===== src/rsd_cfg.svh =====
// reset state distributor constants: offsets, fields, reset values, timing
// assumes inclusion by bare name from the top-level design module and the bench
`ifndef RSD_CFG_SVH
`define RSD_CFG_SVH
// ============================================================
// register offsets (byte addresses)
`define RSD_OFS_CAUSE 12'h000
`define RSD_OFS_TRIG 12'h004
`define RSD_OFS_IRQ_ST 12'h008
`define RSD_OFS_IRQ_MSK 12'h00c
`define RSD_OFS_PORT 12'h010
`define RSD_OFS_CTRL 12'h014
`define RSD_OFS_PINSEL 12'h018
// ============================================================
// cause register fields
`define RSD_F_TIMEOUT 0
`define RSD_F_PWRDN 1
`define RSD_F_LVCAUSE 2
// ============================================================
// default values
`define RSD_PORT_DEF 8'hff
`define RSD_PINSEL_DEF 8'h55
`define RSD_SP_TOP 3'h0
`define RSD_INT_EN_DEF 8'h00
`define RSD_TMR_EN_DEF 4'h0
`define RSD_WDT_DEF 16'h0000
// ============================================================
// timing: reset pulse held out to the core, in ns and cycles
`define RSD_CLK_NS 10
`define RSD_PULSE_NS 80
`define RSD_PULSE_CYC (`RSD_PULSE_NS / `RSD_CLK_NS)
`endif


===== src/rsd_pkg.sv =====
// reset state distributor types
// assumes the constants header is visible
package rsd_pkg;
    typedef enum logic [5:0] {
        RSD_CAUSE_NONE = 6'h01,
        RSD_CAUSE_POR = 6'h02,
        RSD_CAUSE_PIN = 6'h04,
        RSD_CAUSE_LVR = 6'h08,
        RSD_CAUSE_WDT_RUN = 6'h10,
        RSD_CAUSE_WDT_HALT = 6'h20
    } rsd_cause_t;
endpackage : rsd_pkg


===== src/rsd_top.sv =====
// reset state distributor: classifies reset causes, keeps cause flags,
// drives default or retained values of core state, apb register slave
// assumes resetn is the power-on reset; other causes are async request pins and the software trigger register
//
// The APB register port and the placing of the registers were chosen for this implementation.
`timescale 1ns/1ps
`include "rsd_cfg.svh"
module rsd_top (
    input wire logic ref_clk,
    input wire logic resetn,
    input wire logic pin_rst_req,
    input wire logic lv_rst_req,
    input wire logic wdt_expire,
    input wire logic halt_mode,
    input wire logic [11:0] paddr,
    input wire logic psel,
    input wire logic penable,
    input wire logic pwrite,
    input wire logic [31:0] pwdata,
    output logic [31:0] prdata,
    output logic pready,
    output logic pslverr,
    output logic irq,
    output logic core_rst,
    output logic [5:0] cause_sel,
    output logic watchdog_timeout_flag,
    output logic power_down_flag,
    output logic low_voltage_cause_flag,
    output logic [7:0] port_a_latch,
    output logic [7:0] port_a_direction,
    output logic [7:0] reset_pin_select_reg,
    output logic [7:0] int_enable,
    output logic [3:0] timer_enable,
    output logic [2:0] stack_ptr,
    output logic [15:0] watchdog_counter
);
    // ============================================================
    // input synchronisation and event detection
    logic [4:0] sync_q;
    logic [2:0] req_prev_r;
    rsd_sync2 #(.W(5)) u_sync (
        .ref_clk(ref_clk),
        .resetn(resetn),
        .d({halt_mode, wdt_expire, lv_rst_req, pin_rst_req, 1'b1}),
        .q(sync_q)
    );
    wire alive = sync_q[0];
    wire pin_ev = sync_q[1] & ~req_prev_r[0];
    wire lv_ev = sync_q[2] & ~req_prev_r[1];
    wire wdt_ev = sync_q[3] & ~req_prev_r[2];
    wire halted = sync_q[4];
    logic por_pend_r;
    // software-triggered reset: bit0 pin-type reset
    logic sw_rst_r;

    // ============================================================
    // cause selector, priority: power-on, low-voltage, pin, watchdog
    rsd_pkg::rsd_cause_t cause_r, cause_nxt;
    assign cause_nxt = por_pend_r ? rsd_pkg::RSD_CAUSE_POR :
                       lv_ev ? rsd_pkg::RSD_CAUSE_LVR :
                       (pin_ev | sw_rst_r) ? rsd_pkg::RSD_CAUSE_PIN :
                       (wdt_ev & halted) ? rsd_pkg::RSD_CAUSE_WDT_HALT :
                       wdt_ev ? rsd_pkg::RSD_CAUSE_WDT_RUN :
                       rsd_pkg::RSD_CAUSE_NONE;
    wire c_por = cause_r == rsd_pkg::RSD_CAUSE_POR;
    wire c_lvr = cause_r == rsd_pkg::RSD_CAUSE_LVR;
    wire c_wrun = cause_r == rsd_pkg::RSD_CAUSE_WDT_RUN;
    wire c_whalt = cause_r == rsd_pkg::RSD_CAUSE_WDT_HALT;
    wire c_cold = (cause_r != rsd_pkg::RSD_CAUSE_NONE) & ~c_whalt;
    wire c_any = cause_r != rsd_pkg::RSD_CAUSE_NONE;

    // ============================================================
    // apb decode
    wire acc = psel & penable;
    wire wr = acc & pwrite;
    function automatic logic hit(input logic [11:0] a, input logic [11:0] ofs);
        hit = a == ofs;
    endfunction : hit
    wire wr_cause = wr & hit(paddr, `RSD_OFS_CAUSE);
    wire wr_trig = wr & hit(paddr, `RSD_OFS_TRIG);
    wire wr_st = wr & hit(paddr, `RSD_OFS_IRQ_ST);
    wire wr_msk = wr & hit(paddr, `RSD_OFS_IRQ_MSK);
    wire wr_port = wr & hit(paddr, `RSD_OFS_PORT);
    wire wr_ctrl = wr & hit(paddr, `RSD_OFS_CTRL);
    wire wr_psel = wr & hit(paddr, `RSD_OFS_PINSEL);
    wire mapped = hit(paddr, `RSD_OFS_CAUSE) | hit(paddr, `RSD_OFS_TRIG) | hit(paddr, `RSD_OFS_IRQ_ST) |
                  hit(paddr, `RSD_OFS_IRQ_MSK) | hit(paddr, `RSD_OFS_PORT) | hit(paddr, `RSD_OFS_CTRL) |
                  hit(paddr, `RSD_OFS_PINSEL);

    // ============================================================
    // cause flags
    logic to_nxt, pd_nxt, lv_nxt;
    assign to_nxt = c_por ? 1'b0 : (c_wrun | c_whalt) ? 1'b1 :
                    (wr_ctrl & pwdata[8]) ? 1'b0 : watchdog_timeout_flag;
    assign pd_nxt = c_por ? 1'b0 : c_whalt ? 1'b1 :
                    (wr_ctrl & pwdata[9]) ? 1'b1 : power_down_flag;
    // set wins over a software clear; software cannot set it
    assign lv_nxt = c_lvr ? 1'b1 : c_por ? 1'b0 :
                    (wr_cause & ~pwdata[`RSD_F_LVCAUSE]) ? 1'b0 : low_voltage_cause_flag;

    // ============================================================
    // distributed core state
    logic [7:0] pa_nxt, pac_nxt, psr_nxt, ien_nxt;
    logic [3:0] ten_nxt;
    logic [15:0] wdt_nxt;
    logic [2:0] sp_nxt;
    assign pa_nxt = c_cold ? `RSD_PORT_DEF : wr_port ? pwdata[7:0] : port_a_latch;
    assign pac_nxt = c_cold ? `RSD_PORT_DEF : wr_port ? pwdata[15:8] : port_a_direction;
    assign psr_nxt = c_cold ? `RSD_PINSEL_DEF : wr_psel ? pwdata[7:0] : reset_pin_select_reg;
    assign ien_nxt = c_cold ? `RSD_INT_EN_DEF : wr_ctrl ? pwdata[7:0] : int_enable;
    assign ten_nxt = c_cold ? `RSD_TMR_EN_DEF : wr_ctrl ? pwdata[19:16] : timer_enable;
    assign sp_nxt = c_any ? `RSD_SP_TOP : stack_ptr;
    assign wdt_nxt = c_any ? `RSD_WDT_DEF : (wr_ctrl & pwdata[24]) ? `RSD_WDT_DEF :
                     16'(watchdog_counter + 16'h0001);

    // ============================================================
    // core reset pulse, interrupts
    localparam logic [3:0] PULSE_CYC = 4'(`RSD_PULSE_CYC);
    logic [3:0] pulse_r;
    wire [3:0] pulse_nxt = c_any ? PULSE_CYC : (pulse_r != 4'h0) ? 4'(pulse_r - 4'h1) : 4'h0;
    logic [5:0] st_r, msk_r;
    wire [5:0] st_nxt = cause_r[5:0] & 6'h3e | (st_r & ~(wr_st ? pwdata[5:0] : 6'h00));

    // ============================================================
    // read mux
    wire [31:0] rd_cause = {29'h0, low_voltage_cause_flag, power_down_flag, watchdog_timeout_flag};
    wire [31:0] rd_val = hit(paddr, `RSD_OFS_CAUSE) ? rd_cause :
                         hit(paddr, `RSD_OFS_IRQ_ST) ? {26'h0, st_r} :
                         hit(paddr, `RSD_OFS_IRQ_MSK) ? {26'h0, msk_r} :
                         hit(paddr, `RSD_OFS_PORT) ? {16'h0, port_a_direction, port_a_latch} :
                         hit(paddr, `RSD_OFS_CTRL) ? {12'h0, timer_enable, 8'h0, int_enable} :
                         hit(paddr, `RSD_OFS_PINSEL) ? {24'h0, reset_pin_select_reg} :
                         hit(paddr, `RSD_OFS_TRIG) ? {26'h0, cause_sel} : 32'h0;

    always_ff @(posedge ref_clk or negedge resetn)
    begin
        if (!resetn)
        begin
            por_pend_r <= 1'b1;
            req_prev_r <= 3'h0;
            sw_rst_r <= 1'b0;
        end
        else
        begin
            por_pend_r <= ~alive;
            req_prev_r <= {sync_q[3], sync_q[2], sync_q[1]};
            sw_rst_r <= wr_trig & pwdata[0];
        end
    end

    always_ff @(posedge ref_clk or negedge resetn)
    begin
        if (!resetn)
        begin
            cause_r <= rsd_pkg::RSD_CAUSE_NONE;
            cause_sel <= 6'h01;
            watchdog_timeout_flag <= 1'b0;
            power_down_flag <= 1'b0;
            low_voltage_cause_flag <= 1'b0;
        end
        else
        begin
            cause_r <= cause_nxt;
            cause_sel <= cause_r;
            watchdog_timeout_flag <= to_nxt;
            power_down_flag <= pd_nxt;
            low_voltage_cause_flag <= lv_nxt;
        end
    end

    always_ff @(posedge ref_clk or negedge resetn)
    begin
        if (!resetn)
        begin
            port_a_latch <= `RSD_PORT_DEF;
            port_a_direction <= `RSD_PORT_DEF;
            reset_pin_select_reg <= `RSD_PINSEL_DEF;
            int_enable <= `RSD_INT_EN_DEF;
            timer_enable <= `RSD_TMR_EN_DEF;
            stack_ptr <= `RSD_SP_TOP;
            watchdog_counter <= `RSD_WDT_DEF;
        end
        else
        begin
            port_a_latch <= pa_nxt;
            port_a_direction <= pac_nxt;
            reset_pin_select_reg <= psr_nxt;
            int_enable <= ien_nxt;
            timer_enable <= ten_nxt;
            stack_ptr <= sp_nxt;
            watchdog_counter <= wdt_nxt;
        end
    end

    always_ff @(posedge ref_clk or negedge resetn)
    begin
        if (!resetn)
        begin
            pulse_r <= 4'h0;
            core_rst <= 1'b1;
            st_r <= 6'h00;
            msk_r <= 6'h00;
            irq <= 1'b0;
            prdata <= 32'h0;
            pready <= 1'b0;
            pslverr <= 1'b0;
        end
        else
        begin
            pulse_r <= pulse_nxt;
            core_rst <= c_any | (pulse_r > 4'h1);
            st_r <= st_nxt;
            msk_r <= wr_msk ? pwdata[5:0] : msk_r;
            irq <= |(st_r & msk_r);
            prdata <= (psel & ~penable & ~pwrite) ? rd_val : prdata;
            pready <= psel & ~penable;
            pslverr <= psel & ~penable & ~mapped;
        end
    end

    // ============================================================
    // checks
    a_por_clears: assert property (@(posedge ref_clk) disable iff (!resetn)
        c_por |=> (!watchdog_timeout_flag && !power_down_flag && int_enable == 8'h00))
        else $error("power-on did not clear flags and enables");
    a_lvr_keeps: assert property (@(posedge ref_clk) disable iff (!resetn)
        c_lvr && !wr_ctrl |=> (watchdog_timeout_flag == $past(watchdog_timeout_flag)
        && power_down_flag == $past(power_down_flag)))
        else $error("low-voltage reset altered flags");
    a_wdt_run_sets: assert property (@(posedge ref_clk) disable iff (!resetn)
        c_wrun |=> watchdog_timeout_flag && power_down_flag == $past(power_down_flag))
        else $error("running watchdog reset flags wrong");
    a_wdt_halt_sets: assert property (@(posedge ref_clk) disable iff (!resetn)
        c_whalt |=> watchdog_timeout_flag && power_down_flag)
        else $error("halted watchdog reset flags wrong");
    a_timer_off: assert property (@(posedge ref_clk) disable iff (!resetn)
        c_por |=> timer_enable == 4'h0)
        else $error("timers still on after power-on");
    a_wdt_restart: assert property (@(posedge ref_clk) disable iff (!resetn)
        c_por ##1 !c_any && !wr_ctrl |=> watchdog_counter == 16'h0001)
        else $error("watchdog did not restart");
    a_port_inputs: assert property (@(posedge ref_clk) disable iff (!resetn)
        c_cold |=> port_a_latch == 8'hff && port_a_direction == 8'hff)
        else $error("ports not inputs after reset");
    a_warm_keeps: assert property (@(posedge ref_clk) disable iff (!resetn)
        c_whalt && !wr_psel |=> reset_pin_select_reg == $past(reset_pin_select_reg))
        else $error("warm reset changed pin select");
    a_lv_cause_set: assert property (@(posedge ref_clk) disable iff (!resetn)
        lv_ev && !por_pend_r |=> ##1 low_voltage_cause_flag)
        else $error("low-voltage cause flag not set");
    a_sp_top: assert property (@(posedge ref_clk) disable iff (!resetn)
        c_any |=> stack_ptr == 3'h0)
        else $error("stack pointer not at top");
endmodule : rsd_top


===== src/rsd_sync2.sv =====
// two-flop synchroniser for a bus of asynchronous request lines
// assumes ref_clk domain and asynchronous active-low reset
`timescale 1ns/1ps
module rsd_sync2 #(
    parameter int W = 5
) (
    input wire logic ref_clk,
    input wire logic resetn,
    input wire logic [W-1:0] d,
    output logic [W-1:0] q
);
    logic [W-1:0] meta_r;
    always_ff @(posedge ref_clk or negedge resetn)
    begin
        if (!resetn)
        begin
            meta_r <= '0;
            q <= '0;
        end
        else
        begin
            meta_r <= d;
            q <= meta_r;
        end
    end
endmodule : rsd_sync2


===== config.mk =====
export PLATFORM = sky130hd
export DESIGN_NAME = rsd_top
export DESIGN_NICKNAME = d
export VERILOG_FILES = /design/src/rsd_pkg.sv /design/src/rsd_top.sv /design/src/rsd_sync2.sv
export VERILOG_INCLUDE_DIRS = /design/src /design/src/src
export SDC_FILE = /design/constraint.sdc
export NUM_CORES = 1
export LEC_CHECK = 0
export BUFFER_PORTS_ARGS = -buffer_cell sky130_fd_sc_hd__buf_2
export CAP_MARGIN = 30
export CORE_ASPECT_RATIO = 0.75
export CORE_MARGIN = 3
export CORE_UTILIZATION = 32
export DETAILED_ROUTE_END_ITERATION = 8
export SLEW_MARGIN = 20
export SYNTH_ARGS = -nofsm -noshare
export SYNTH_HDL_FRONTEND = slang
export SYNTH_SLANG_ARGS = --single-unit

===== constraint.sdc =====
create_clock -name ref_clk -period 4.1 [get_ports ref_clk]
set_clock_uncertainty 0.1 [all_clocks]
set_input_delay 0.82 -clock ref_clk [delete_from_list [all_inputs] [get_ports ref_clk]]
set_output_delay 0.82 -clock ref_clk [all_outputs]
set_load 0.01 [all_outputs]

==> flow_results.xml <==
<?xml version="1.0" encoding="UTF-8"?>
<metrics>
  <group name="cts">
    <metric name="clk-insertion-delay-late" unit="ns">0.40</metric>
    <metric name="cts-buffers-inserted" unit="">17</metric>
    <metric name="cts_tree" unit="">built</metric>
    <metric name="post_cts.resized_instances" unit="">0</metric>
    <metric name="post_cts_setup_buffer_count" unit="">0</metric>
    <metric name="clock_path_buffers" unit="">2</metric>
    <metric name="tritoncts_num_sinks" unit="">122</metric>
    <metric name="cts.root.buffer_cell" unit="">sky130_fd_sc_hd__clkbuf_16</metric>
    <metric name="hold_buffers" unit="">0</metric>
    <metric name="cts-htree-levels" unit="">4</metric>
    <metric name="clkTransAtPathRegs" unit="ns">0.05</metric>
  </group>
  <group name="sta">
    <metric name="shortest_period_the_worst_path_allows" unit="ns">2.61</metric>
    <metric name="fin_hold_ws" unit="ns">0.245</metric>
    <metric name="worst_slew_margin_rel" unit="">0.486</metric>
    <metric name="final.setup.worst_slack" unit="ns">1.49</metric>
    <metric name="min_period_over_period" unit="">0.635</metric>
    <metric name="max_slew.worst_pin.slew" unit="ns">0.772</metric>
    <metric name="setup_viol" unit="">0</metric>
    <metric name="rsz0062_at_grt" unit="">no</metric>
    <metric name="timing_max_transition_violations_final" unit="">0</metric>
    <metric name="report.final.hold_viol_count" unit="">0</metric>
    <metric name="max_freq" unit="MHz">384</metric>
    <metric name="timing.setup.tns" unit="ns">0</metric>
  </group>
  <group name="die">
    <metric name="die_area" unit="µm²">18300</metric>
    <metric name="floorplan.die.height" unit="µm">118</metric>
    <metric name="io_pins" unit="">153</metric>
    <metric name="placement_rows" unit="">40</metric>
    <metric name="floorplan.core_area" unit="µm²">16200</metric>
    <metric name="initial_core_utilization" unit="">0.330</metric>
    <metric name="floorplan.die.width" unit="µm">155</metric>
  </group>
  <group name="routing">
    <metric name="detailroute.via_count" unit="">4216</metric>
    <metric name="drt.antenna.violating_nets" unit="">0</metric>
    <metric name="drt_pre_antenna_iters" unit="">7</metric>
    <metric name="drc" unit="">0</metric>
    <metric name="total_wirelength" unit="µm">14900</metric>
    <metric name="post_drt_via_cell_ratio" unit="">4.88</metric>
    <metric name="drt-initial-drc-count" unit="">257</metric>
    <metric name="detail_route.wl_per_cell" unit="µm">17.3</metric>
  </group>
  <group name="yosys">
    <metric name="synth.yosys.seq_area_share" unit="">0.578</metric>
    <metric name="mean_instance_size_in_the_synthesized_netlist" unit="µm²">10.4</metric>
    <metric name="dominant_combinational_cell_family_by_area_after_synthesis" unit="">simple AND/OR/NAND/NOR gates</metric>
    <metric name="post_synth_mux_area_share" unit="">0.0333</metric>
    <metric name="syn_area" unit="µm²">5340</metric>
    <metric name="synth_xor_xnor_area_share" unit="">0.0263</metric>
    <metric name="synth_cells" unit="">515</metric>
    <metric name="yosys_warnings" unit="">0</metric>
    <metric name="post_synth_fa_ha_maj_area_fraction" unit="">0.00235</metric>
    <metric name="count_of_distinct_cell_types_in_the_synthesized_netlist" unit="">48</metric>
    <metric name="simple_gate_share_of_the_synthesized_area" unit="">0.203</metric>
    <metric name="synth.ff_latch_count" unit="">122</metric>
    <metric name="synthesized_area_fraction_occupied_by_ao_oa_aoi_and_oai_cells" unit="">0.108</metric>
  </group>
  <group name="min_path">
    <metric name="hold_crit_path_type" unit="">flop to flop</metric>
  </group>
  <group name="global_route">
    <metric name="wire_length_of_the_first_global_routing_pass" unit="µm">23700</metric>
    <metric name="grt_overflow_total" unit="">0</metric>
    <metric name="grt.total_usage" unit="">0.164</metric>
    <metric name="number_of_antenna_violations_at_the_first_check_in_global_routing" unit="">2</metric>
    <metric name="grt_max_degree" unit="">76</metric>
    <metric name="number_of_global_route_vias_before_repair" unit="">4280</metric>
  </group>
  <group name="critical_path">
    <metric name="timing.setup.critical_path_class" unit="">input pin to flop</metric>
    <metric name="endpoint_kind" unit="">flop</metric>
    <metric name="timing.critical_path.arrival" unit="ns">2.75</metric>
    <metric name="data_required_time_of_the_worst_path" unit="ns">4.24</metric>
    <metric name="worstPathMaxFanout" unit="">12</metric>
    <metric name="crit_path_start_kind" unit="">input pin</metric>
  </group>
  <group name="layout">
    <metric name="flow.area_growth_from_synthesis" unit="%">27.8</metric>
    <metric name="finish.net_count" unit="">695</metric>
    <metric name="largest_register_ffs" unit="">20</metric>
    <metric name="final_core_utilization" unit="">0.422</metric>
    <metric name="num_antenna_cells" unit="">0</metric>
    <metric name="layout-drive-gt1-share" unit="">0.310</metric>
    <metric name="stdcell_count" unit="">864</metric>
    <metric name="largest_register" unit="">prdata</metric>
    <metric name="largestRegisters" unit="">prdata: 20 flops, watchdog_counter: 16 flops</metric>
  </group>
  <group name="flow_run">
    <metric name="drv.max_cap_violation_count" unit="">0</metric>
  </group>
  <group name="placement">
    <metric name="dp_hpwl" unit="µm">10800</metric>
    <metric name="post-place-ws" unit="ns">1.11</metric>
    <metric name="dp_cells" unit="">832</metric>
    <metric name="io_buffer_count" unit="">126</metric>
    <metric name="place.gp.congestion" unit="">0.781</metric>
  </group>
  <group name="run_status">
    <metric name="outcome" unit="">complete, no violations</metric>
  </group>
  <group name="power">
    <metric name="power.ir.vdd_worst" unit="mV">0.244</metric>
    <metric name="pwr_density_cell" unit="nW/µm²">461</metric>
    <metric name="static-leakage-power" unit="nW">3.25</metric>
  </group>
</metrics>
power by group:
group	internal (mW)	switching, mW
clock network	1.21	0.532
registers	1.23	0.0216
logic	0.0475	0.103
cell type report:
type	instances	area, µm²
Inverter	14	52.6
Clock buffer	22	484
Tap cell	210	263
Multi-Input combinational cell	356	2050
Clock inverter	10	213
Timing Repair Buffer	130	676
Fill cell	1570	9350
Sequential cell	122	3080
Yosys cell counts (all sizes together):
library cell,number,area (µm²)
a211oi,2,15.0
a21boi,3,22.5
a21o,10,75.1
a21oi,25,125
a22o,14,123
a22oi,4,30.0
a31oi,4,25.0
a41oi,1,8.76
and3,5,31.3
and4,1,8.76
buf,20,140
clkbuf,17,63.8
conb,2,7.51
dfrtp,98,2450
dfstp,24,631
ha,1,12.5
inv,14,52.6
mux2,6,67.6
mux2i,11,110
nand2,96,363
nand2b,6,37.5
nand3,33,170
nand3b,3,22.5
nand4,5,46.3
nor2,39,146
nor2b,6,37.5
nor3,13,119
nor4,7,58.8
nor4b,1,8.76
o2111a,1,11.3
o211ai,2,15.0
o21ai,6,30.0
o221ai,1,8.76
o22ai,10,62.6
o31ai,2,15.0
o41ai,1,8.76
or2,1,6.26
or3,3,18.8
or4,1,7.51
xnor2,3,26.3
xor2,13,114
worst max-delay path, cell delays in order:
cell and delay, ns:
sky130_fd_sc_hd__buf_2 0.11, sky130_fd_sc_hd__nor4_4 0.52, sky130_fd_sc_hd__nand4_4 0.33, sky130_fd_sc_hd__or3_1 0.68
sky130_fd_sc_hd__nand2_1 0.19, sky130_fd_sc_hd__a21oi_1 0.08
per-stage QoR:
stage,cell area [µm²],total power [mW]
5_1_grt,6820,3.25
4_1_cts,6820,3.18
3_3_place_gp,6120,1.42
3_5_place_dp,6120,1.43
2_1_floorplan,5390,1.35
6_report,6820,3.14
logic make-up (layout without fill, tap and decap cells):
family,after synthesis,count (layout)
mux,17,17
simple gates,220,220
fa+ha+maj,1,1
xor+xnor,16,16
other cells,2,16
flops,122,122
buf+inv,51,176
compound gates,86,86
layout by cell type (no fill, tap or decap), types with 11 or more instances in the layout:
cell type | Yosys | routed
sky130_fd_sc_hd__a21oi_1 | 25 | 25
sky130_fd_sc_hd__a22o_1 | 14 | 14
sky130_fd_sc_hd__buf_2 | 4 | 125
sky130_fd_sc_hd__clkbuf_16 | 0 | 17
sky130_fd_sc_hd__conb_1 | 2 | 16
sky130_fd_sc_hd__dfrtp_1 | 98 | 98
sky130_fd_sc_hd__dfstp_2 | 24 | 24
sky130_fd_sc_hd__inv_1 | 14 | 14
sky130_fd_sc_hd__mux2i_1 | 11 | 11
sky130_fd_sc_hd__nand2_1 | 95 | 95
sky130_fd_sc_hd__nand3_1 | 32 | 32
sky130_fd_sc_hd__nor2_1 | 39 | 39
sky130_fd_sc_hd__xor2_1 | 13 | 13
routing by layer:
metal	part of all wire	global-route usage	wire length, µm
met2	0.47	0.258	7060
met3	0.088	0.0448	1320
met1	0.43	0.224	6370
met4	0.0098	0.0452	147
met5	0.0018	0	27
worst paths after layout:
kind                                   from                 endpoint  slack, ns  depth (start not counted)
max reg2reg                      cause_r[3]      watchdog_counter[8]       2.22                          4
max                                paddr[8]          timer_enable[2]       1.49                          6
min in group asynchronous            resetn            int_enable[7]       0.34                          1
min                        u_sync.meta_r[1]              u_sync.q[1]       0.25                          0
max in group asynchronous            resetn  reset_pin_select_reg[0]       2.71                          2
min reg2reg                u_sync.meta_r[1]              u_sync.q[1]       0.25                          0
No activity file was read; power rests on OpenSTA's default activity.
